File: src/rtl/bpmc_pkg.sv
package bpmc_pkg;
    // register addresses
    localparam logic [7:0] ADDR_MAIN = 8'h00;
    localparam logic [7:0] ADDR_BOOST1 = 8'h21;
    localparam logic [7:0] ADDR_BOOST2 = 8'h22;
    localparam logic [7:0] ADDR_PUMP = 8'h23;
    localparam logic [7:0] ADDR_SW1 = 8'h24;
    localparam logic [7:0] ADDR_SW2 = 8'h25;
    // reset values
    localparam logic [7:0] RST_MAIN = 8'h00;
    localparam logic [7:0] RST_BOOST1 = 8'h00;
    localparam logic [7:0] RST_BOOST2 = 8'h0C;
    localparam logic [7:0] RST_PUMP = 8'h00;
    localparam logic [7:0] RST_SW = 8'h00;
    localparam logic [7:0] READ_NONE = 8'h00;
    // field positions
    localparam int MAIN_PUMP_ON = 2;
    localparam int MAIN_BOOST_ON = 3;
    localparam int B1_FREQ = 0;
    localparam int B1_FB_LSB = 1;
    localparam int B1_TUNE_LSB = 3;
    localparam int B2_GAIN = 0;
    localparam int B2_SKIP = 1;
    localparam int B2_PROT = 2;
    localparam int B2_LOWCUR = 3;
    localparam int B2_AUTOFB = 7;
    localparam int PC_RATIO_LSB = 1;
    localparam int PC_POLICY_LSB = 3;
    localparam int PC_LONGDEB = 5;
    localparam int PC_AUTOON = 6;
    // sink index in the 16-bit assignment vector {switch2, switch1}
    localparam int HV1_IDX = 8;
    localparam int HV2_IDX = 9;
    localparam int HV6_IDX = 15;
    // feedback codes
    localparam logic [1:0] FB_PIN = 2'h0;
    localparam logic [1:0] FB_HV1 = 2'h1;
    localparam logic [1:0] FB_HV2 = 2'h2;
    localparam logic [1:0] FB_HV6 = 2'h3;
    // switching policy codes
    localparam logic [1:0] POL_AUTO_ALL = 2'h0;
    localparam logic [1:0] POL_AUTO_LIM = 2'h1;
    localparam logic [1:0] POL_MANUAL = 2'h2;
    // ratio field codes
    localparam logic [1:0] RATIO_1X = 2'h0;
    localparam logic [1:0] RATIO_15 = 2'h1;
    localparam logic [1:0] RATIO_2X = 2'h2;
    // debounce timing
    localparam int CLK_MHZ = 40;
    localparam int DEB_SHORT_US = 240;
    localparam int DEB_LONG_US = 2000;
    localparam int DEB_SHORT_CYC = DEB_SHORT_US * CLK_MHZ;
    localparam int DEB_LONG_CYC = DEB_LONG_US * CLK_MHZ;
    localparam int DEB_W = 17;

    typedef enum logic [2:0] {
        PUMP_1X = 3'b001,
        PUMP_15 = 3'b010,
        PUMP_2X = 3'b100
    } bpmc_pump_e;

    typedef struct packed {
        logic run;
        logic freqSel;
        logic [1:0] fbSel;
        logic [4:0] tuning;
        logic gainDivider;
        logic skipElevated;
        logic ovpOn;
        logic lowCurrent;
    } bpmc_boost_s;
endpackage

File: src/rtl/bpmc_fb_pick.sv
`timescale 1ns/1ps
module bpmc_fb_pick
    import bpmc_pkg::*;
(
    input wire logic [2:0] eligible,
    input wire logic [2:0] lowest,
    output logic [1:0] pick
);
    function automatic logic [1:0] codeOf(input logic [2:0] v);
        if (v[0]) return FB_HV1;
        if (v[1]) return FB_HV2;
        if (v[2]) return FB_HV6;
        return FB_HV1;
    endfunction

    // lowest eligible sink wins, else first eligible, else HV1 when none is eligible, never the pin
    always_comb
    begin
        if ((eligible & lowest) != 3'h0)
            pick = codeOf(eligible & lowest);
        else
            pick = codeOf(eligible);
    end
endmodule // bpmc_fb_pick

File: src/rtl/bpmc_debounce.sv
`timescale 1ns/1ps
module bpmc_debounce
    import bpmc_pkg::*;
#(
    parameter logic [DEB_W-1:0] SHORT_CYC = DEB_W'(DEB_SHORT_CYC),
    parameter logic [DEB_W-1:0] LONG_CYC = DEB_W'(DEB_LONG_CYC)
)
(
    input wire logic mclk,
    input wire logic rst,
    input wire logic active,
    input wire logic start,
    input wire logic longEn,
    input wire logic lowIn,
    output logic fire
);
    logic [DEB_W-1:0] count;
    logic longPending;
    logic [DEB_W-1:0] limit;
    logic [DEB_W-1:0] heldCnt;

    assign limit = longPending ? LONG_CYC : SHORT_CYC;
    assign fire = active && lowIn && (count == limit - DEB_W'(1));

    // low must hold the whole interval, any gap restarts
    always_ff @(posedge mclk)
    begin
        if (rst || !active || start || !lowIn || fire)
            count <= '0;
        else
            count <= count + DEB_W'(1);
    end

    // first interval after turn-on is the long one when asked
    always_ff @(posedge mclk)
    begin
        if (rst || !active)
            longPending <= 1'b0;
        else if (start)
            longPending <= longEn;
        else if (fire)
            longPending <= 1'b0;
    end

    // checker helper: length of the current unbroken low spell
    always_ff @(posedge mclk)
    begin
        if (rst || !active || !lowIn)
            heldCnt <= '0;
        else if (heldCnt != '1)
            heldCnt <= heldCnt + DEB_W'(1);
    end

    debounce_len_a: assert property (@(posedge mclk)
        disable iff (rst)
        fire |-> heldCnt >= (longPending ? LONG_CYC : SHORT_CYC) - 1)
        else $error("debounce fired before the low spell was long enough");
endmodule // bpmc_debounce

File: src/rtl/bpmc_top.sv
// Overview of operation
// - boost runs only while enable bit set
// - frequency bit: 0 is 1MHz, 1 500kHz
// - manual feedback field picks pin or sink
// - five-bit tuning current code, 1uA steps
// - gain bit: divider feedback selects one
// - skip bit trades accuracy for ripple
// - over-voltage bit pauses boost above limit
// - low-current bit cuts coil limit third
// - auto feedback picks eligible sinks, HV1 when none eligible
// - pump offers 1:1, 1:1.5, 1:2 ratios
// - full auto steps 1:1 to 1:1.5 to 1:2
// - limited auto never enters 1:2
// - manual policy follows written ratio field
// - low sink voltage steps pump up one
// - strobe high range uses higher threshold
// - debounce 240us, optional first 2000us
// - policy codes: auto, limited, manual, reserved
// - only assigned sinks trigger up-switching
// - pump off sits in 1:1
`timescale 1ns/1ps
module bpmc_top
    import bpmc_pkg::*;
#(
    parameter logic [DEB_W-1:0] SHORT_CYC = DEB_W'(DEB_SHORT_CYC),
    parameter logic [DEB_W-1:0] LONG_CYC = DEB_W'(DEB_LONG_CYC)
)
(
    input wire logic mclk,
    input wire logic rst,
    input wire logic regWrite,
    input wire logic [7:0] regAddr,
    input wire logic [7:0] regWdata,
    output logic [7:0] regRdata,
    input wire logic [15:0] sinkLow,
    input wire logic [15:0] sinkActive,
    input wire logic [2:0] hvLowest,
    input wire logic fbOverVoltage,
    input wire logic strobeHighRange,
    output bpmc_boost_s boostCtl,
    output logic [1:0] pumpRatio,
    output logic flashHighThresh
);
    logic [7:0] mainReg;
    logic [7:0] boost1;
    logic [7:0] boost2;
    logic [7:0] pumpReg;
    logic [6:0] sw1;
    logic [7:0] sw2;
    logic [15:0] assignMask;
    logic [2:0] fbEligible;
    logic [1:0] autoPick;
    logic [1:0] policy;
    logic [1:0] ratioField;
    logic pumpActive;
    logic pumpActiveQ;
    logic pumpStart;
    logic autoMode;
    logic qualLow;
    logic upFire;
    bpmc_pump_e pumpState;
    bpmc_pump_e next_pumpState;
    bpmc_boost_s next_boostCtl;
    logic [7:0] next_rdata;

    function automatic bpmc_pump_e ratioToState(input logic [1:0] r);
        unique case (r)
            RATIO_15: return PUMP_15;
            RATIO_2X: return PUMP_2X;
            default: return PUMP_1X;
        endcase
    endfunction

    function automatic logic [1:0] stateToRatio(input bpmc_pump_e s);
        unique case (s)
            PUMP_15: return RATIO_15;
            PUMP_2X: return RATIO_2X;
            default: return RATIO_1X;
        endcase
    endfunction

    // register writes
    always_ff @(posedge mclk)
    begin
        if (rst)
        begin
            mainReg <= RST_MAIN;
            boost1 <= RST_BOOST1;
            boost2 <= RST_BOOST2;
            pumpReg <= RST_PUMP;
            sw1 <= RST_SW[6:0];
            sw2 <= RST_SW;
        end
        else if (regWrite)
        begin
            unique case (regAddr)
                ADDR_MAIN: mainReg <= regWdata;
                ADDR_BOOST1: boost1 <= regWdata;
                ADDR_BOOST2: boost2 <= regWdata;
                ADDR_PUMP: pumpReg <= regWdata;
                ADDR_SW1: sw1 <= regWdata[6:0];
                ADDR_SW2: sw2 <= regWdata;
                default: ;
            endcase
        end
    end

    // read mux; ratio field reports the live ratio
    always_comb
    begin
        next_rdata = READ_NONE;
        unique case (regAddr)
            ADDR_MAIN: next_rdata = mainReg;
            ADDR_BOOST1: next_rdata = boost1;
            ADDR_BOOST2: next_rdata = boost2;
            ADDR_PUMP:
            begin
                next_rdata = pumpReg;
                next_rdata[PC_RATIO_LSB +: 2] = stateToRatio(pumpState);
            end
            ADDR_SW1: next_rdata = {1'b0, sw1};
            ADDR_SW2: next_rdata = sw2;
            default: next_rdata = READ_NONE;
        endcase
    end

    always_ff @(posedge mclk)
    begin
        if (rst)
            regRdata <= READ_NONE;
        else
            regRdata <= next_rdata;
    end

    // pump-side decode
    assign assignMask = {sw2, 1'b0, sw1};
    assign policy = pumpReg[PC_POLICY_LSB +: 2];
    assign ratioField = pumpReg[PC_RATIO_LSB +: 2];
    assign autoMode = (policy == POL_AUTO_ALL) || (policy == POL_AUTO_LIM);
    assign qualLow = autoMode && ((sinkLow & assignMask) != 16'h0000);
    assign pumpActive = mainReg[MAIN_PUMP_ON]
        || (pumpReg[PC_AUTOON] && ((sinkActive & assignMask) != 16'h0000));
    assign pumpStart = pumpActive && !pumpActiveQ;

    // flash sink threshold select follows the strobe range bit
    always_ff @(posedge mclk)
    begin
        if (rst)
            flashHighThresh <= 1'b0;
        else
            flashHighThresh <= strobeHighRange;
    end

    always_ff @(posedge mclk)
    begin
        if (rst)
            pumpActiveQ <= 1'b0;
        else
            pumpActiveQ <= pumpActive;
    end

    bpmc_debounce #(
        .SHORT_CYC(SHORT_CYC),
        .LONG_CYC(LONG_CYC)
    ) debounce (
        .mclk(mclk),
        .rst(rst),
        .active(pumpActive),
        .start(pumpStart),
        .longEn(pumpReg[PC_LONGDEB]),
        .lowIn(qualLow),
        .fire(upFire)
    );

    // pump ratio selection
    always_comb
    begin
        next_pumpState = pumpState;
        if (!pumpActive)
            next_pumpState = PUMP_1X;
        else if (policy == POL_MANUAL)
            next_pumpState = ratioToState(ratioField);
        else if (!autoMode)
            next_pumpState = PUMP_1X; // reserved policy holds bypass
        else if (pumpStart)
            next_pumpState = PUMP_1X;
        else if (policy == POL_AUTO_LIM && pumpState == PUMP_2X)
            next_pumpState = PUMP_1X;
        else if (upFire)
        begin
            unique case (pumpState)
                PUMP_1X: next_pumpState = PUMP_15;
                PUMP_15: next_pumpState =
                    (policy == POL_AUTO_ALL) ? PUMP_2X : PUMP_15;
                PUMP_2X: next_pumpState = PUMP_2X;
                default: next_pumpState = PUMP_1X;
            endcase
        end
    end

    always_ff @(posedge mclk)
    begin
        if (rst)
            pumpState <= PUMP_1X;
        else
            pumpState <= next_pumpState;
    end

    always_ff @(posedge mclk)
    begin
        if (rst)
            pumpRatio <= RATIO_1X;
        else
            pumpRatio <= stateToRatio(next_pumpState);
    end

    // auto feedback candidates: enabled and not on the pump
    assign fbEligible = {
        sinkActive[HV6_IDX] && !assignMask[HV6_IDX],
        sinkActive[HV2_IDX] && !assignMask[HV2_IDX],
        sinkActive[HV1_IDX] && !assignMask[HV1_IDX]};

    bpmc_fb_pick fbPick (
        .eligible(fbEligible),
        .lowest(hvLowest),
        .pick(autoPick)
    );

    // converter controls
    always_comb
    begin
        next_boostCtl.run = mainReg[MAIN_BOOST_ON]
            && !(boost2[B2_PROT] && fbOverVoltage);
        next_boostCtl.freqSel = boost1[B1_FREQ];
        next_boostCtl.fbSel = boost2[B2_AUTOFB] ? autoPick
            : boost1[B1_FB_LSB +: 2];
        next_boostCtl.tuning = boost1[B1_TUNE_LSB +: 5];
        next_boostCtl.gainDivider = boost2[B2_GAIN];
        next_boostCtl.skipElevated = boost2[B2_SKIP];
        next_boostCtl.ovpOn = boost2[B2_PROT];
        next_boostCtl.lowCurrent = boost2[B2_LOWCUR];
    end

    always_ff @(posedge mclk)
    begin
        if (rst)
            boostCtl <= '0;
        else
            boostCtl <= next_boostCtl;
    end

    boost_off_a: assert property (@(posedge mclk)
        disable iff (rst) !mainReg[MAIN_BOOST_ON] |=> !boostCtl.run)
        else $error("boost running while disabled");

    ovp_pause_a: assert property (@(posedge mclk)
        disable iff (rst)
        mainReg[MAIN_BOOST_ON] && boost2[B2_PROT] && fbOverVoltage
        |=> !boostCtl.run)
        else $error("boost not paused on over-voltage");

    freq_write_a: assert property (@(posedge mclk)
        disable iff (rst) regWrite && regAddr == ADDR_BOOST1
        |=> ##1 boostCtl.freqSel == $past(regWdata[B1_FREQ], 2))
        else $error("frequency select not applied");

    fb_manual_a: assert property (@(posedge mclk)
        disable iff (rst) !boost2[B2_AUTOFB]
        |=> boostCtl.fbSel == $past(boost1[B1_FB_LSB +: 2]))
        else $error("manual feedback select not applied");

    // written converter fields reach the outputs two edges on
    tuning_write_a: assert property (@(posedge mclk)
        disable iff (rst) regWrite && regAddr == ADDR_BOOST1
        |=> ##1 boostCtl.tuning == $past(regWdata[B1_TUNE_LSB +: 5], 2))
        else $error("tuning code not applied");
    gain_write_a: assert property (@(posedge mclk)
        disable iff (rst) regWrite && regAddr == ADDR_BOOST2
        |=> ##1 boostCtl.gainDivider == $past(regWdata[B2_GAIN], 2))
        else $error("gain select not applied");
    skip_write_a: assert property (@(posedge mclk)
        disable iff (rst) regWrite && regAddr == ADDR_BOOST2
        |=> ##1 boostCtl.skipElevated == $past(regWdata[B2_SKIP], 2))
        else $error("skip mode select not applied");
    lowcur_write_a: assert property (@(posedge mclk)
        disable iff (rst) regWrite && regAddr == ADDR_BOOST2
        |=> ##1 boostCtl.lowCurrent == $past(regWdata[B2_LOWCUR], 2))
        else $error("coil limit select not applied");

    auto_fb_a: assert property (@(posedge mclk)
        disable iff (rst) boost2[B2_AUTOFB] |=> boostCtl.fbSel != FB_PIN)
        else $error("auto feedback chose the pin");

    pump_off_a: assert property (@(posedge mclk)
        disable iff (rst)
        !pumpActive |=> pumpState == PUMP_1X && pumpRatio == RATIO_1X)
        else $error("pump not in bypass when off");

    limit_no2x_a: assert property (@(posedge mclk)
        disable iff (rst)
        $past(policy) == POL_AUTO_LIM && policy == POL_AUTO_LIM
        |-> pumpState != PUMP_2X)
        else $error("limited policy reached top ratio");

    lim_hold_a: assert property (@(posedge mclk)
        disable iff (rst) upFire && !pumpStart && policy == POL_AUTO_LIM
        && pumpState == PUMP_15 |=> pumpState == PUMP_15)
        else $error("limited policy stepped past middle ratio");

    manual_ratio_a: assert property (@(posedge mclk)
        disable iff (rst)
        pumpActive && policy == POL_MANUAL && ratioField != 2'h3
        |=> pumpRatio == $past(ratioField))
        else $error("manual ratio not followed");

    reserved_pol_a: assert property (@(posedge mclk)
        disable iff (rst) !autoMode && policy != POL_MANUAL
        |=> pumpState == PUMP_1X)
        else $error("reserved policy left bypass");

    step_up_a: assert property (@(posedge mclk)
        disable iff (rst)
        upFire && autoMode && !pumpStart && pumpState == PUMP_1X
        |=> pumpState == PUMP_15)
        else $error("no step up after debounce");

    full_2x_a: assert property (@(posedge mclk)
        disable iff (rst) upFire && !pumpStart && policy == POL_AUTO_ALL
        && pumpState == PUMP_15 |=> pumpState == PUMP_2X)
        else $error("full auto did not reach top ratio");

    top_hold_a: assert property (@(posedge mclk)
        disable iff (rst) upFire && pumpActive && policy == POL_AUTO_ALL
        && pumpState == PUMP_2X |=> pumpState == PUMP_2X)
        else $error("top ratio left on low");

    gap_restart_a: assert property (@(posedge mclk)
        disable iff (rst) !qualLow |=> !upFire)
        else $error("up-switch without persistent low");

    unassigned_a: assert property (@(posedge mclk)
        disable iff (rst) (sinkLow & assignMask) == 16'h0000 |=> !upFire)
        else $error("unassigned sink caused up-switch");

    flash_thresh_a: assert property (@(posedge mclk)
        disable iff (rst) flashHighThresh != strobeHighRange
        |=> flashHighThresh == $past(strobeHighRange))
        else $error("flash threshold select not followed");

    reach_2x_c: cover property (@(posedge mclk) disable iff (rst)
        pumpState == PUMP_15 ##1 pumpState == PUMP_2X);
    lim_15_c: cover property (@(posedge mclk) disable iff (rst)
        policy == POL_AUTO_LIM && pumpState == PUMP_15);
    auto_six_c: cover property (@(posedge mclk) disable iff (rst)
        boost2[B2_AUTOFB] && boostCtl.fbSel == FB_HV6);
    ovp_c: cover property (@(posedge mclk) disable iff (rst)
        mainReg[MAIN_BOOST_ON] && !boostCtl.run);
endmodule // bpmc_top

File: config.mk
export PLATFORM = sky130hd
export DESIGN_NAME = bpmc_top
export DESIGN_NICKNAME = d
export VERILOG_FILES = /design/src/rtl/bpmc_pkg.sv /design/src/rtl/bpmc_fb_pick.sv /design/src/rtl/bpmc_debounce.sv /design/src/rtl/bpmc_top.sv
export SDC_FILE = /design/constraint.sdc
export NUM_CORES = 1
export LEC_CHECK = 0
export BUFFER_PORTS_ARGS = -buffer_cell sky130_fd_sc_hd__buf_4
export CAP_MARGIN = 20
export CORE_MARGIN = 4
export CORE_UTILIZATION = 50
export DETAILED_ROUTE_END_ITERATION = 10
export GPL_TIMING_DRIVEN = 0
export HOLD_SLACK_MARGIN = 0.15
export MAX_ROUTING_LAYER = met4
export PLACE_DENSITY = 0.74
export SLEW_MARGIN = 0
export SYNTH_ARGS = -nofsm -noshare
export SYNTH_HDL_FRONTEND = slang
export SYNTH_SLANG_ARGS = --single-unit
File: constraint.sdc
create_clock -name mclk -period 3.9 [get_ports mclk]
set_input_delay 0.78 -clock mclk [delete_from_list [all_inputs] [get_ports mclk]]
set_output_delay 0.78 -clock mclk [all_outputs]
set_load 0.02 [all_outputs]
# After elaboration in Yosys (flattened, before gate mapping)
# Cells that the tools add are included.
# Widths: inputs -> output; s select.
[word_totals]
latch_bits = 0
word_cells = 124
n_memories = 0
register_bits = 93
ram_bits = 0
rom_bits = 0
in_bits = 56
[classes]
mux = 47
n_eq_ne = 15
mul = 0
shifts = 0
add_sub_neg = 2
div_mod_pow = 0
order_cmp = 0
reduce_logical = 36
n_bitwise = 3
[ops]
columns = ["cell", "count"]
rows = [
  ["$pmux 8 s6", 1],
  ["$eq 8x6->1 const B", 5],
  ["$and 16x16->16", 2],
  ["$reduce_bool 16->1", 2],
  ["$mux 2", 14],
  ["$mux 3", 7],
  ["$mux 1", 20],
  ["$add 17x1->17 const B", 1],
  ["$eq 17x17->1", 1],
  ["$mux 17", 1],
  ["$sub 17x1->17 const B", 1],
  ["$reduce_and 2->1", 6],
  ["$logic_and 1x1->1", 11],
  ["$pmux 3 s3", 1],
  ["$logic_not 8->1", 1],
  ["$pmux 2 s2", 2],
  ["$logic_not 1->1", 7],
  ["$eq 3x2->1 const B", 2],
  ["$eq 3x3->1 const B", 2],
  ["$logic_or 1x1->1", 6],
  ["$pmux 3 s2", 1],
  ["$eq 2x1->1 const B", 2],
  ["$eq 2x2->1 const B", 2],
  ["$and 3x3->3", 1],
  ["4 further kinds", 4],
]

# Depth between registers and ports, before layout
# Gate-level depths: netlist of run 1.
[logic_depth]
word_depth = 15
depth_mapped = 8
ltp_nobuf = 8

# Modules after synthesis
# From an unflattened synthesis of run 1, not the netlist that was laid out.
[unflattened]
cells_unflattened = 471
area_unflattened_um2 = 4245.3
[by_module_without_submodules]
columns = ["module", "area_each_um2", "instances", "cells_each", "seq_area_each_um2"]
rows = [
  ["bpmc_top", 3318.2, 1, 371, 1501.4],
  ["bpmc_debounce", 892.1, 1, 94, 360.3],
  ["bpmc_fb_pick", 35.0, 1, 6, 0.0],
]

# Worst setup path before layout of run 1
# OpenSTA, ideal clock, no wires.
[synth_path]
path_kind = "input -> register"
from = "in sinkActive[5]"
to = "reg pumpRatio[1]"
setup_ps = 116
required_ps = 3784
slack_ps = 1623
path_stages = 7
arrival_ps = 2162
path_cell_list = "a22oi_1 > nand4_1 > o32ai_2 > o41ai_1 > and2b_2 > o31ai_4 > and3b_1"
[synth_via]
elab_chain_cells = 14
[synth_lines]
columns = ["item", "line", "rtl"]
rows = [
  ["from (decl)", "bpmc_top.sv:36", "input wire logic [15:0] sinkActive,"],
  ["$and 16x16->16 (*)", "bpmc_top.sv:142", "|| (pumpReg[PC_AUTOON] && ((sinkActive & assignMask) != 16'h0000));"],
  ["$reduce_bool 16->1 (*)", "bpmc_top.sv:142", ""],
  ["$logic_and 1x1->1 (*)", "bpmc_top.sv:142", ""],
  ["$logic_or 1x1->1 (*)", "bpmc_top.sv:142", ""],
  ["$logic_and 1x1->1 (2 in series)", "bpmc_debounce.sv:23", "assign fire = active && lowIn && (count == limit - DEB_W'(1));"],
  ["$mux 3", "bpmc_top.sv:189", "else if (upFire)"],
  ["$mux 3", "bpmc_top.sv:187", "else if (policy == POL_AUTO_LIM && pumpState == PUMP_2X)"],
  ["$mux 3", "bpmc_top.sv:185", "else if (pumpStart)"],
  ["$mux 3", "bpmc_top.sv:183", "else if (!autoMode)"],
  ["$mux 3", "bpmc_top.sv:181", "else if (policy == POL_MANUAL)"],
  ["$mux 3 (*)", "bpmc_top.sv:179", "if (!pumpActive)"],
  ["$eq 3x3->1 / $eq 3x2->1 (equally long branches)", "bpmc_top.sv:75", "unique case (s)"],
  ["$pmux 2 s2 (*)", "bpmc_top.sv:75", ""],
  ["to (signal assigned)", "bpmc_top.sv:214", "pumpRatio <= stateToRatio(next_pumpState);"],
  ["to (decl)", "bpmc_top.sv:41", "output logic [1:0] pumpRatio,"],
]
# Every way passes the cells marked *; elsewhere a longest branch is shown, timed or not.
# A chain may end at the register's enable or synchronous reset.

# Worst setup path in the final report of run 1
[layout_path]
from = "in regAddr[7]"
to = "reg sw1[6]"
[layout_via]
elab_chain_cells = 2
[layout_lines]
columns = ["item", "line", "rtl"]
rows = [
  ["from (decl)", "bpmc_top.sv:32", "input wire logic [7:0] regAddr,"],
  ["$eq 8x6->1", "bpmc_top.sv:96", "unique case (regAddr)"],
  ["$reduce_and 2->1 (no source line)", "n/a", ""],
  ["to (signal assigned)", "bpmc_top.sv:91", "sw1 <= RST_SW[6:0];"],
  ["to (signal assigned)", "bpmc_top.sv:101", "ADDR_SW1: sw1 <= regWdata[6:0];"],
  ["to (decl)", "bpmc_top.sv:48", "logic [6:0] sw1;"],
]
# Every way passes these cells.

==> insert_results.sql, run 1 <==
INSERT INTO impl_metrics (metric_group, metric, value, unit) VALUES
('run', 'timing.max_cap.violations', '0', ''),
('clock_tree', 'cts-root-to-sink-buffers', '2', ''),
('routing', 'detailedRoute.firstPassIterationCount', '7', ''),
('placed_design', 'place.detailed.hpwl', '8230', 'microns'),
('logic_synthesis', 'ys_warn_count', '0', ''),
('logic_synthesis', 'ys.flop_type', 'dfxtp_1', ''),
('timing', 'final_period_minus_worst_setup_slack', '2500', 'ps'),
('cells_and_area', 'num_antenna_cells', '0', ''),
('timing', 'slew_headroom', '0.448', ''),
('placed_design', 'dpl_worst_slack', '1100', 'ps'),
('floorplanning', 'die_area', '9470', 'sq um'),
('timing', 'maxSlewViolCount', '0', ''),
('critical_path', 'worstPathArrival', '2720', 'ps'),
('critical_path', 'worstSetupStartpointType', 'input pin', ''),
('global_routing', 'track_usage', '0.238', ''),
('routing', 'routed_vias', '3636', ''),
('clock_tree', 'clk_pin_slew_worst_paths', '90', 'ps'),
('timing', 'post-route-period-util', '0.640', ''),
('global_routing', 'grt_start_max_net_pins', '16', ''),
('cells_and_area', 'layout_net_count', '592', ''),
('timing', 'clock-skew-final', '12.7', 'ps'),
('cells_and_area', 'leading_cell_types_in_the_layout_fill_and_taps_excluded', 'dfxtp_1, buf_4, nor2_1', ''),
('routing', 'antenna_left', '0', ''),
('logic_synthesis', 'syn_nets', '505', ''),
('timing', 'setup_slack', '1400', 'ps'),
('hold_path', 'worst_hold_path.num_cells', '1', ''),
('timing', 'fmaxAchievable', '0.401', 'GHz'),
('routing', 'viasPerCell', '5.69', ''),
('clock_tree', 'cts_max_level', '3', ''),
('critical_path', 'worst-r2r-setup-slack', '1620', 'ps'),
('floorplanning', 'rows', '32', ''),
('power_and_ir_drop', 'post-layout-total-power', '1830', 'uW'),
('logic_synthesis', 'postSynthRegisterBits', '93', ''),
('logic_synthesis', 'synth-async-reset-ratio', '0', ''),
('critical_path', 'launch_instance_of_the_worst_register_to_register_path', 'debounce.count[0]', ''),
('power_and_ir_drop', 'p_leak', '0.00195', 'uW'),
('logic_synthesis', 'cells_after_synthesis', '446', ''),
('clock_tree', 'cts_resized', '0', ''),
('critical_path', 'timing.critical_path.to_type', 'flip-flop', ''),
('hold_path', 'hold_path_startpoint', 'debounce.count[0]', ''),
('global_routing', 'number_of_global_route_vias_before_repair', '3550', ''),
('cells_and_area', 'final_layout_size_suffix_gt1_frac', '0.212', ''),
('clock_tree', 'skew_pair_late_insertion_delay', '360', 'ps'),
('global_routing', 'number_of_antenna_violations_at_the_first_check_in_global_routing', '0', ''),
('clock_tree', 'ctsRootBufferMaster', 'clkbuf_8', ''),
('routing', 'initialDrtViolationCount', '290', ''),
('clock_tree', 'post-cts-setup-buffer-count', '0', ''),
('routing', 'routed_wire_length', '10900', 'microns'),
('global_routing', 'wire_length_of_the_first_global_routing_pass', '17700', 'microns'),
('routing', 'wire_per_inst', '17.1', 'microns'),
('logic_synthesis', 'count_of_flip_flops_with_a_built_in_enable_after_synthesis', '0', ''),
('logic_synthesis', 'synth_cell_type_count', '53', ''),
('critical_path', 'cp.required', '4130', 'ps'),
('timing', 'report.final.hold_viol_count', '0', ''),
('timing', 'tightestPinTransition', '822', 'ps'),
('placed_design', 'io_buffer_count', '76', ''),
('cells_and_area', 'most_common_cell_after_layout_fill_and_taps_aside', 'dfxtp_1', ''),
('power_and_ir_drop', 'total_power_divided_by_cell_area', '370', 'nW/um^2'),
('cells_and_area', 'synthToLayoutAreaGrowth', '23.6', '%'),
('cells_and_area', 'n_fill_cell', '670', ''),
('status', 'status', 'complete, no violations', ''),
('hold_path', 'holdCritPathClass', 'flip-flop to flip-flop', ''),
('critical_path', 'reg2reg_depth', '8', ''),
('floorplanning', 'chipHeight', '97.3', 'microns'),
('hold_path', 'hold-path-endpoint', 'debounce.count[0]', ''),
('clock_tree', 'tritoncts', 'yes', ''),
('clock_tree', 'ctsHoldBuffers', '0', ''),
('logic_synthesis', 'netlist_area', '3990', 'sq um'),
('timing', 'grt_setup_unrepaired', 'no', ''),
('critical_path', 'worstReg2RegEnd', 'pumpRatio[1]', ''),
('placed_design', 'globalplace.congestion', '0.931', '');
-- where the power goes --
group | total [uW] | internal, uW | switching (uW)
Sequential | 952 | 951 | 1.13
Combinational | 97.4 | 46.0 | 51.4
Clock | 776 | 442 | 334
Total | 1830 | 1440 | 387
-- final cells by class --
type                       count  area, sq um  share of cell area
buffer                        22         91.3              0.0185
clock buffer                  10          138              0.0279
clock inverter                 5          106              0.0216
inverter                       8         30.0             0.00609
multi-input combinational    323         2010               0.407
sequential                    93         1860               0.377
tap                          102          128              0.0259
timing repair buffer          76          571               0.116
-- metrics by stage --
step	hold WS (ps)	area (sq um)	instances	utilization
4_1_cts	448	4930	639	0.638
5_1_grt	481	4930	639	0.638
3_3_place_gp	424	4690	624	0.607
6_report	441	4930	639	0.638
3_5_place_dp	432	4690	624	0.607
2_1_floorplan	413	3990	446	-
-- worst max-delay path: stages --
cell and delay [ps]:
buf_4 110, nor4_1 390, nand3_1 170, nor3_1 660, nand2_1 370, nand2_1 160
a21oi_1 80
-- metal layers --
layer | vias to the layer above | track usage | share of wire
met3 | 23 | 0.0380 | 0.051
met2 | 118 | 0.393 | 0.50
met5 | - | - | 0
met1 | 1752 | 0.297 | 0.42
li1 | 1743 | - | -
met4 | 0 | 0.0831 | 0.021
-- worst max-delay path by stage --
stage | start | to | slack [ps] | cells after the start
floorplan | sinkActive[5] | pumpRatio[1] | 1620 | 7
global placement | regAddr[7] | sw1[2] | 1170 | 7
detailed placement | regAddr[7] | sw1[6] | 1100 | 7
CTS | regAddr[7] | sw1[6] | 1470 | 7
global route | regAddr[7] | sw1[3] | 1180 | 7
finish | regAddr[7] | sw1[6] | 1400 | 7
-- cells by family (layout without fill, tap and decap cells) --
logic type	after synthesis	in the layout	synth area share
buffers and inverters	30	121	0.0304
AO/OA/AOI/OAI	85	85	0.149
AND/OR/NAND/NOR	188	188	0.230
adder cells (fa/ha/maj)	3	3	0.00941
flip-flops	93	93	0.467
multiplexers	31	31	0.0793
XOR/XNOR	16	16	0.0351
-- cells in the mapped netlist, types with 6 or more instances --
| cell | number | share of area |
|---|---|---|
| dfxtp_1 | 93 | 0.47 |
| nor2_1 | 55 | 0.052 |
| nand2_1 | 49 | 0.046 |
| a21oi_1 | 38 | 0.048 |
| nand3_1 | 29 | 0.036 |
| mux2i_1 | 26 | 0.065 |
| nor2b_1 | 19 | 0.030 |
| clkbuf_1 | 16 | 0.015 |
| a22oi_1 | 13 | 0.024 |
| xor2_1 | 11 | 0.024 |
| inv_1 | 8 | 0.0075 |
| a222oi_1 | 7 | 0.018 |
| nand4_1 | 6 | 0.0094 |
-- sequential cells by signal, summed over array words and instances (netlist names) --
| name | flops |
|---|---|
| debounce.longPending | 1 |
| boost1 | 8 |
| sw2 | 8 |
| debounce.count | 17 |
| flashHighThresh | 1 |
| pumpRatio | 2 |
| pumpState | 3 |
| pumpReg | 8 |
| sw1 | 7 |
| mainReg | 8 |
| pumpActiveQ | 1 |
| boostCtl | 13 |
| regRdata | 8 |
| boost2 | 8 |
No activity file was read; power rests on OpenSTA's default activity.
==> run 2, diff against run 1 <==
--- a/config.mk
+++ b/config.mk
@@ -8,12 +8,12 @@
 export BUFFER_PORTS_ARGS = -buffer_cell sky130_fd_sc_hd__buf_4
 export CAP_MARGIN = 20
 export CORE_MARGIN = 4
-export CORE_UTILIZATION = 50
+export CORE_UTILIZATION = 49
 export DETAILED_ROUTE_END_ITERATION = 10
 export GPL_TIMING_DRIVEN = 0
 export HOLD_SLACK_MARGIN = 0.15
 export MAX_ROUTING_LAYER = met4
-export PLACE_DENSITY = 0.74
+export PLACE_DENSITY = 0.75
 export SLEW_MARGIN = 0
 export SYNTH_ARGS = -nofsm -noshare
 export SYNTH_HDL_FRONTEND = slang
==> constraint.sdc (replaced) <==
create_clock -name mclk -period 2.1 [get_ports mclk]
set_input_delay 0.42 -clock mclk [delete_from_list [all_inputs] [get_ports mclk]]
set_output_delay 0.42 -clock mclk [all_outputs]
set_load 0.02 [all_outputs]
==> run 2 against run 1 <==
Global-route usage shrank 0.76 points; wire length is 0.74% lower; final cell count increased by 0.94%; via count grew 0.91%; die area increased by 1.9%; core utilization rose by 0.60 points; sequential power is 86% higher; clock power grew 52%; non-clock buffer count increased by 6; final area increased by 2.0%; hold slack worse by 210 ps; critical endpoint is now pumpRatio[1].
==> insert_results.sql, run 2 (same netlist as run 1, synthesis figures left out) <==
INSERT INTO impl_metrics (metric_group, metric, value, unit) VALUES
('routing', 'routed_wire_length', '10800', 'microns'),
('routing', 'antenna_left', '0', ''),
('floorplanning', 'chipHeight', '98.2', 'microns'),
('timing', 'fmaxAchievable', '0.477', 'GHz'),
('cells_and_area', 'num_antenna_cells', '0', ''),
('power_and_ir_drop', 'p_leak', '0.00196', 'uW'),
('critical_path', 'cp_max_fo', '6', ''),
('global_routing', 'track_usage', '0.230', ''),
('placed_design', 'io_buffer_count', '76', ''),
('power_and_ir_drop', 'total_power_divided_by_cell_area', '623', 'nW/um^2'),
('routing', 'wire_per_inst', '16.8', 'microns'),
('run', 'timing.max_cap.violations', '0', ''),
('placed_design', 'postPlaceCellArea', '4690', 'sq um'),
('critical_path', 'worst_setup_path_class', 'flip-flop to flip-flop', ''),
('cells_and_area', 'final_layout_size_suffix_gt1_frac', '0.239', ''),
('critical_path', 'timing.critical_path.to_type', 'flip-flop', ''),
('global_routing', 'number_of_global_route_vias_before_repair', '3556', ''),
('global_routing', 'gr-usage-met3', '0.0579', ''),
('floorplanning', 'die_area', '9650', 'sq um'),
('global_routing', 'globalRoute.busiestLayer', 'met2', ''),
('floorplanning', 'initial_utilization', '0.511', ''),
('floorplanning', 'core_area', '7810', 'sq um'),
('clock_tree', 'ctsHoldBuffers', '0', ''),
('critical_path', 'worstPathArrival', '2350', 'ps'),
('timing', 'report.final.hold_viol_count', '0', ''),
('critical_path', 'critPathSlowestCell', 'dfxtp_1', ''),
('timing', 'slew_headroom', '0.589', ''),
('cells_and_area', 'synthToLayoutAreaGrowth', '26.1', '%'),
('floorplanning', 'chipWidth', '98.2', 'microns'),
('clock_tree', 'clk_pin_slew_worst_paths', '90', 'ps'),
('clock_tree', 'ctsRootBufferMaster', 'clkbuf_8', ''),
('clock_tree', 'tritoncts.num_buffers', '9', ''),
('routing', 'detailedRoute.firstPassIterationCount', '6', ''),
('cells_and_area', 'leading_cell_types_in_the_layout_fill_and_taps_excluded', 'dfxtp_1, buf_4, nor2_1', ''),
('placed_design', 'dpl_worst_slack', '-363', 'ps'),
('clock_tree', 'skew_pair_late_insertion_delay', '360', 'ps'),
('routing', 'routed_vias', '3669', ''),
('timing', 'post-route-period-util', '0.997', ''),
('timing', 'maxSlewViolCount', '0', ''),
('power_and_ir_drop', 'post-layout-total-power', '3130', 'uW'),
('cells_and_area', 'regMostFlops', 'debounce.count', ''),
('timing', 'tightestPinTransition', '616', 'ps'),
('routing', 'viasPerCell', '5.69', ''),
('global_routing', 'grt-ovfl-total', '0', ''),
('cells_and_area', 'layout_net_count', '598', ''),
('timing', 'grt_setup_unrepaired', 'yes', ''),
('timing', 'timing.setup.tns', '0', 'ps'),
('timing', 'setup_viol', '0', ''),
('cells_and_area', 'registers_with_the_most_flip_flops', 'debounce.count: 17 flops, boostCtl: 13 flops', ''),
('critical_path', 'cp.required', '2350', 'ps'),
('timing', 'final_period_minus_worst_setup_slack', '2090', 'ps'),
('timing', 'clock-skew-final', '7.27', 'ps'),
('status', 'status', 'complete, no violations', ''),
('global_routing', 'global_route.usage.met2', '0.349', ''),
('cells_and_area', 'n_fill_cell', '676', ''),
('floorplanning', 'count_of_boundary_i_o_pins', '80', ''),
('power_and_ir_drop', 'vdd_ir_drop_max', '511', 'uV'),
('cells_and_area', 'post-route-cell-area', '5030', 'sq um'),
('hold_path', 'holdCritPathClass', 'input pin to flip-flop', ''),
('cells_and_area', 'most_common_cell_after_layout_fill_and_taps_aside', 'dfxtp_1', ''),
('routing', 'initialDrtViolationCount', '291', ''),
('clock_tree', 'tritoncts', 'yes', ''),
('global_routing', 'grt_start_max_net_pins', '15', ''),
('cells_and_area', 'fin_util', '0.644', ''),
('timing', 'setup_slack', '5.66', 'ps'),
('clock_tree', 'cts-root-to-sink-buffers', '2', ''),
('critical_path', 'timing.critical_path.cells', 'nand2_1 > nor4_2 > o2111ai_4 > nor3_4 > a21oi_2 > o31ai_4 > and3b_1', ''),
('placed_design', 'globalplace.congestion', '0.922', ''),
('clock_tree', 'cts_max_level', '3', ''),
('global_routing', 'wire_length_of_the_first_global_routing_pass', '17300', 'microns'),
('placed_design', 'place.detailed.hpwl', '8070', 'microns'),
('routing', 'drc', '0', ''),
('global_routing', 'number_of_antenna_violations_at_the_first_check_in_global_routing', '0', ''),
('global_routing', 'globalRouteMet1Util', '0.301', ''),
('floorplanning', 'rows', '32', ''),
('cells_and_area', 'largest_reg_flops', '17', ''),
('critical_path', 'worstSetupStartpointType', 'flip-flop', ''),
('critical_path', 'worst_path_largest_cell_delay', '490', 'ps'),
('clock_tree', 'tritoncts_num_sinks', '93', '');
-- run 2: changes by cell type in the layout (fill, tap and decap cells not counted), moves of 2 or more --
cell       delta
bufinv_16     -2
nor4b_1       -2
dfxtp_2       +3
dfxtp_1       -3
nor4_1        -2
buf_4         +7
nor4_2        +2
-- run 2: timing repair --
| item | in CTS | in global routing |
|---|---|---|
| setup buffers | 2 | 4 |
| gates resized for setup | 9 | 13 |
| pin swaps | 4 | 9 |
| gates cloned | 0 | 0 |
| endpoints found under the setup margin | 14 | 45 |
-- run 2: metal layers --
layer,up-vias,routed length (microns),part of all wire
met3,34,694,0.064
li1,1759,-,-
met2,125,5040,0.46
met1,1751,4780,0.44
met5,-,0,0
met4,0,326,0.030
-- run 2: metrics by stage --
stage,hold WS (ps),std cells
5_1_grt,216,645
3_5_place_dp,440,624
6_report,228,645
2_1_floorplan,413,446
3_3_place_gp,426,624
4_1_cts,218,641
-- run 2: critical path, delay by kind of cell, from the launching register on --
kind,cells,cell delay (ps)
compound gates,3,570
simple gates,4,930
flops,1,490
-- run 2: layout make-up --
cell class | count | area, sq um | area share
Clock inverter | 3 | 46.3 | 0.00920
Multi-Input combinational cell | 323 | 2100 | 0.418
Timing Repair Buffer | 82 | 616 | 0.122
Sequential cell | 93 | 1870 | 0.371
Inverter | 8 | 30.0 | 0.00597
Tap cell | 102 | 128 | 0.0254
Clock buffer | 12 | 145 | 0.0289
Buffer | 22 | 95.1 | 0.0189
-- run 2: report_power, final --
| group | switching, uW | internal [uW] | total [uW] |
|---|---|---|---|
| Sequential | 2.12 | 1770 | 1770 |
| Clock | 604 | 580 | 1180 |
| Combinational | 97.1 | 86.2 | 183 |
-- run 2: path summary, 6_finish.rpt --
path	cells after the start	slack, ps	from	to
worst max register to register	7	6	debounce.count[8]	pumpRatio[1]
worst min register to register	1	440	debounce.count[0]	debounce.count[0]
worst min-delay path	2	230	fbOverVoltage	boostCtl[12]
worst max-delay path	7	6	debounce.count[8]	pumpRatio[1]
==> run 3, diff against run 2 <==
--- a/config.mk
+++ b/config.mk
@@ -7,7 +7,6 @@
 export LEC_CHECK = 0
 export BUFFER_PORTS_ARGS = -buffer_cell sky130_fd_sc_hd__buf_4
 export CAP_MARGIN = 20
-export CORE_MARGIN = 4
 export CORE_UTILIZATION = 49
 export DETAILED_ROUTE_END_ITERATION = 10
 export GPL_TIMING_DRIVEN = 0
==> run 3 against run 2 <==
First-iteration DRC count down 13%; die area down 12%; largest cell class unchanged; via count up 0.79%; largest power group unchanged; hold slack better by 19 ps; critical path depth up 2; non-clock buffer count up 2; wire length up 0.69%; total power down 1.1%.
==> insert_results.sql, run 3 (same netlist as run 1, synthesis figures left out) <==
INSERT INTO impl_metrics (metric_group, metric, value, unit) VALUES
('floorplanning', 'initial_utilization', '0.511', ''),
('routing', 'viasPerCell', '5.71', ''),
('power_and_ir_drop', 'share_comb_of_total_power', '0.059', ''),
('clock_tree', 'ctsRootBufferMaster', 'clkbuf_8', ''),
('routing', 'antenna_left', '0', ''),
('cells_and_area', 'n_fill_cell', '654', ''),
('power_and_ir_drop', 'cellInternalPower', '2360', 'uW'),
('run', 'timing.max_cap.violations', '0', ''),
('placed_design', 'postPlaceCellArea', '4690', 'sq um'),
('cells_and_area', 'leading_cell_types_in_the_layout_fill_and_taps_excluded', 'dfxtp_1, buf_4, nor2_1', ''),
('critical_path', 'worst_setup_path_class', 'flip-flop to flip-flop', ''),
('power_and_ir_drop', 'switching_share', '0.240', ''),
('timing', 'slew_headroom', '0.588', ''),
('cells_and_area', 'num_antenna_cells', '0', ''),
('cells_and_area', 'layout_net_count', '600', ''),
('timing', 'setup_viol', '0', ''),
('cells_and_area', 'post-route-cell-area', '5050', 'sq um'),
('critical_path', 'timing.critical_path.to_type', 'flip-flop', ''),
('floorplanning', 'chipHeight', '92.2', 'microns'),
('cells_and_area', 'registers_with_the_most_flip_flops', 'debounce.count: 17 flops, boostCtl: 13 flops', ''),
('cells_and_area', 'regArea', '1870', 'sq um'),
('critical_path', 'worst_path_largest_cell_delay', '370', 'ps'),
('timing', 'clock-skew-final', '11.6', 'ps'),
('cells_and_area', 'synthToLayoutAreaGrowth', '26.6', '%'),
('power_and_ir_drop', 'switching_power', '744', 'uW'),
('power_and_ir_drop', 'p_leak', '0.00198', 'uW'),
('clock_tree', 'tritoncts', 'yes', ''),
('clock_tree', 'skew_pair_late_insertion_delay', '360', 'ps'),
('status', 'status', 'complete, no violations', ''),
('routing', 'wire_per_inst', '16.9', 'microns'),
('clock_tree', 'cts_max_level', '3', ''),
('timing', 'hold_ws', '247', 'ps'),
('critical_path', 'cp.required', '2370', 'ps'),
('timing', 'post-route-period-util', '0.993', ''),
('routing', 'drc', '0', ''),
('power_and_ir_drop', 'seq_power_share', '0.570', ''),
('routing', 'routed_vias', '3698', ''),
('timing', 'tightestPinTransition', '618', 'ps'),
('hold_path', 'holdCritPathClass', 'input pin to flip-flop', ''),
('clock_tree', 'clk_pin_slew_worst_paths', '100', 'ps'),
('global_routing', 'wire_length_of_the_first_global_routing_pass', '17600', 'microns'),
('cells_and_area', 'regMostFlops', 'debounce.count', ''),
('critical_path', 'worstSetupStartpointType', 'flip-flop', ''),
('floorplanning', 'rows', '32', ''),
('critical_path', 'worst_path_dominant_cell_family', 'simple AND/OR/NAND/NOR gates', ''),
('clock_tree', 'tritoncts.num_buffers', '9', ''),
('placed_design', 'io_buffer_count', '76', ''),
('cells_and_area', 'final_layout_size_suffix_gt1_frac', '0.251', ''),
('cells_and_area', 'largest_reg_flops', '17', ''),
('critical_path', 'critPathSlowestCell', 'dfxtp_2', ''),
('routing', 'detailedRoute.firstPassIterationCount', '5', ''),
('floorplanning', 'die_area', '8510', 'sq um'),
('critical_path', 'worstPathArrival', '2350', 'ps'),
('power_and_ir_drop', 'vdd_ir_drop_max', '448', 'uV'),
('global_routing', 'grt_start_max_net_pins', '17', ''),
('clock_tree', 'cts-root-to-sink-buffers', '2', ''),
('routing', 'initialDrtViolationCount', '254', ''),
('floorplanning', 'count_of_boundary_i_o_pins', '80', ''),
('routing', 'routed_wire_length', '10900', 'microns'),
('timing', 'maxSlewViolCount', '0', ''),
('floorplanning', 'chipWidth', '92.2', 'microns'),
('critical_path', 'critPathBufInv', '1', ''),
('floorplanning', 'core_area', '7810', 'sq um'),
('placed_design', 'place.detailed.hpwl', '7850', 'microns'),
('global_routing', 'grt-ovfl-total', '0', ''),
('critical_path', 'timing.critical_path.cells', 'ha_4 > and4_4 > and3_4 > o2111ai_4 > nor3_4 > buf_4 > a21oi_4 > o31ai_4 > and3b_1', ''),
('global_routing', 'number_of_antenna_violations_at_the_first_check_in_global_routing', '0', ''),
('timing', 'report.final.hold_viol_count', '0', ''),
('cells_and_area', 'most_common_cell_after_layout_fill_and_taps_aside', 'dfxtp_1', ''),
('timing', 'grt_setup_unrepaired', 'yes', ''),
('clock_tree', 'tritoncts_num_sinks', '93', ''),
('clock_tree', 'ctsHoldBuffers', '0', ''),
('cells_and_area', 'multiInputGateArea', '2110', 'sq um'),
('global_routing', 'number_of_global_route_vias_before_repair', '3542', ''),
('timing', 'final_period_minus_worst_setup_slack', '2090', 'ps'),
('critical_path', 'cp_max_fo', '3', ''),
('global_routing', 'track_usage', '0.274', ''),
('placed_design', 'globalplace.congestion', '0.919', ''),
('power_and_ir_drop', 'p_clk_frac', '0.371', ''),
('timing', 'fmaxAchievable', '0.479', 'GHz'),
('power_and_ir_drop', 'total_power_divided_by_cell_area', '614', 'nW/um^2'),
('cells_and_area', 'fin_util', '0.647', '');
==> run 3: per-layer routing <==
metal,track usage,wire [microns],up-vias
met5,-,0,-
met4,0.112,260,0
met3,0.0638,718,23
met2,0.422,5190,144
met1,0.346,4750,1758
li1,-,-,1773
==> run 3: final cells by class <==
class,instances,area share
Buffer,21,0.0171
Clock buffer,11,0.0300
Clock inverter,5,0.00817
Inverter,8,0.00594
Multi-Input combinational cell,323,0.417
Sequential cell,93,0.369
Tap cell,102,0.0253
Timing Repair Buffer,85,0.127
==> run 3: what timing repair did <==
item,in CTS,in global routing
buffers inserted,4,5
pin swaps,4,3
gates resized for setup,13,8
cloned,0,0
endpoints found under the setup margin,14,28
==> run 3: final timing paths <==
kind / from / end / slack (ps) / cells past startpoint
worst max-delay path: debounce.count[1] / pumpRatio[1] / 10 / 9
worst min-delay path: fbOverVoltage / boostCtl[12] / 250 / 2
worst max register to register: debounce.count[1] / pumpRatio[1] / 10 / 9
worst min register to register: mainReg[7] / mainReg[7] / 460 / 2
==> run 3: per-stage QoR <==
step / cells / worst slack, ps / TNS, ps / total power [uW]
after floorplan: 446 / 118 / 0 / 1870
after global placement: 624 / -286 / -8080 / 1990
after detailed placement: 624 / -340 / -9550 / 1990
after CTS: 644 / 5.03 / 0 / 3110
after global routing: 648 / -97.3 / -185 / 3220
final: 648 / 14.1 / 0 / 3100
==> run 3: power groups by stage <==
| stage | Clock (uW) | Sequential [uW] | Combinational [uW] |
|---|---|---|---|
| after floorplan | 0 | 1810 | 54.0 |
| after global placement | 0 | 1810 | 176 |
| after detailed placement | 0 | 1810 | 178 |
| after CTS | 1160 | 1770 | 179 |
| after global routing | 1250 | 1770 | 196 |
| final | 1150 | 1770 | 183 |
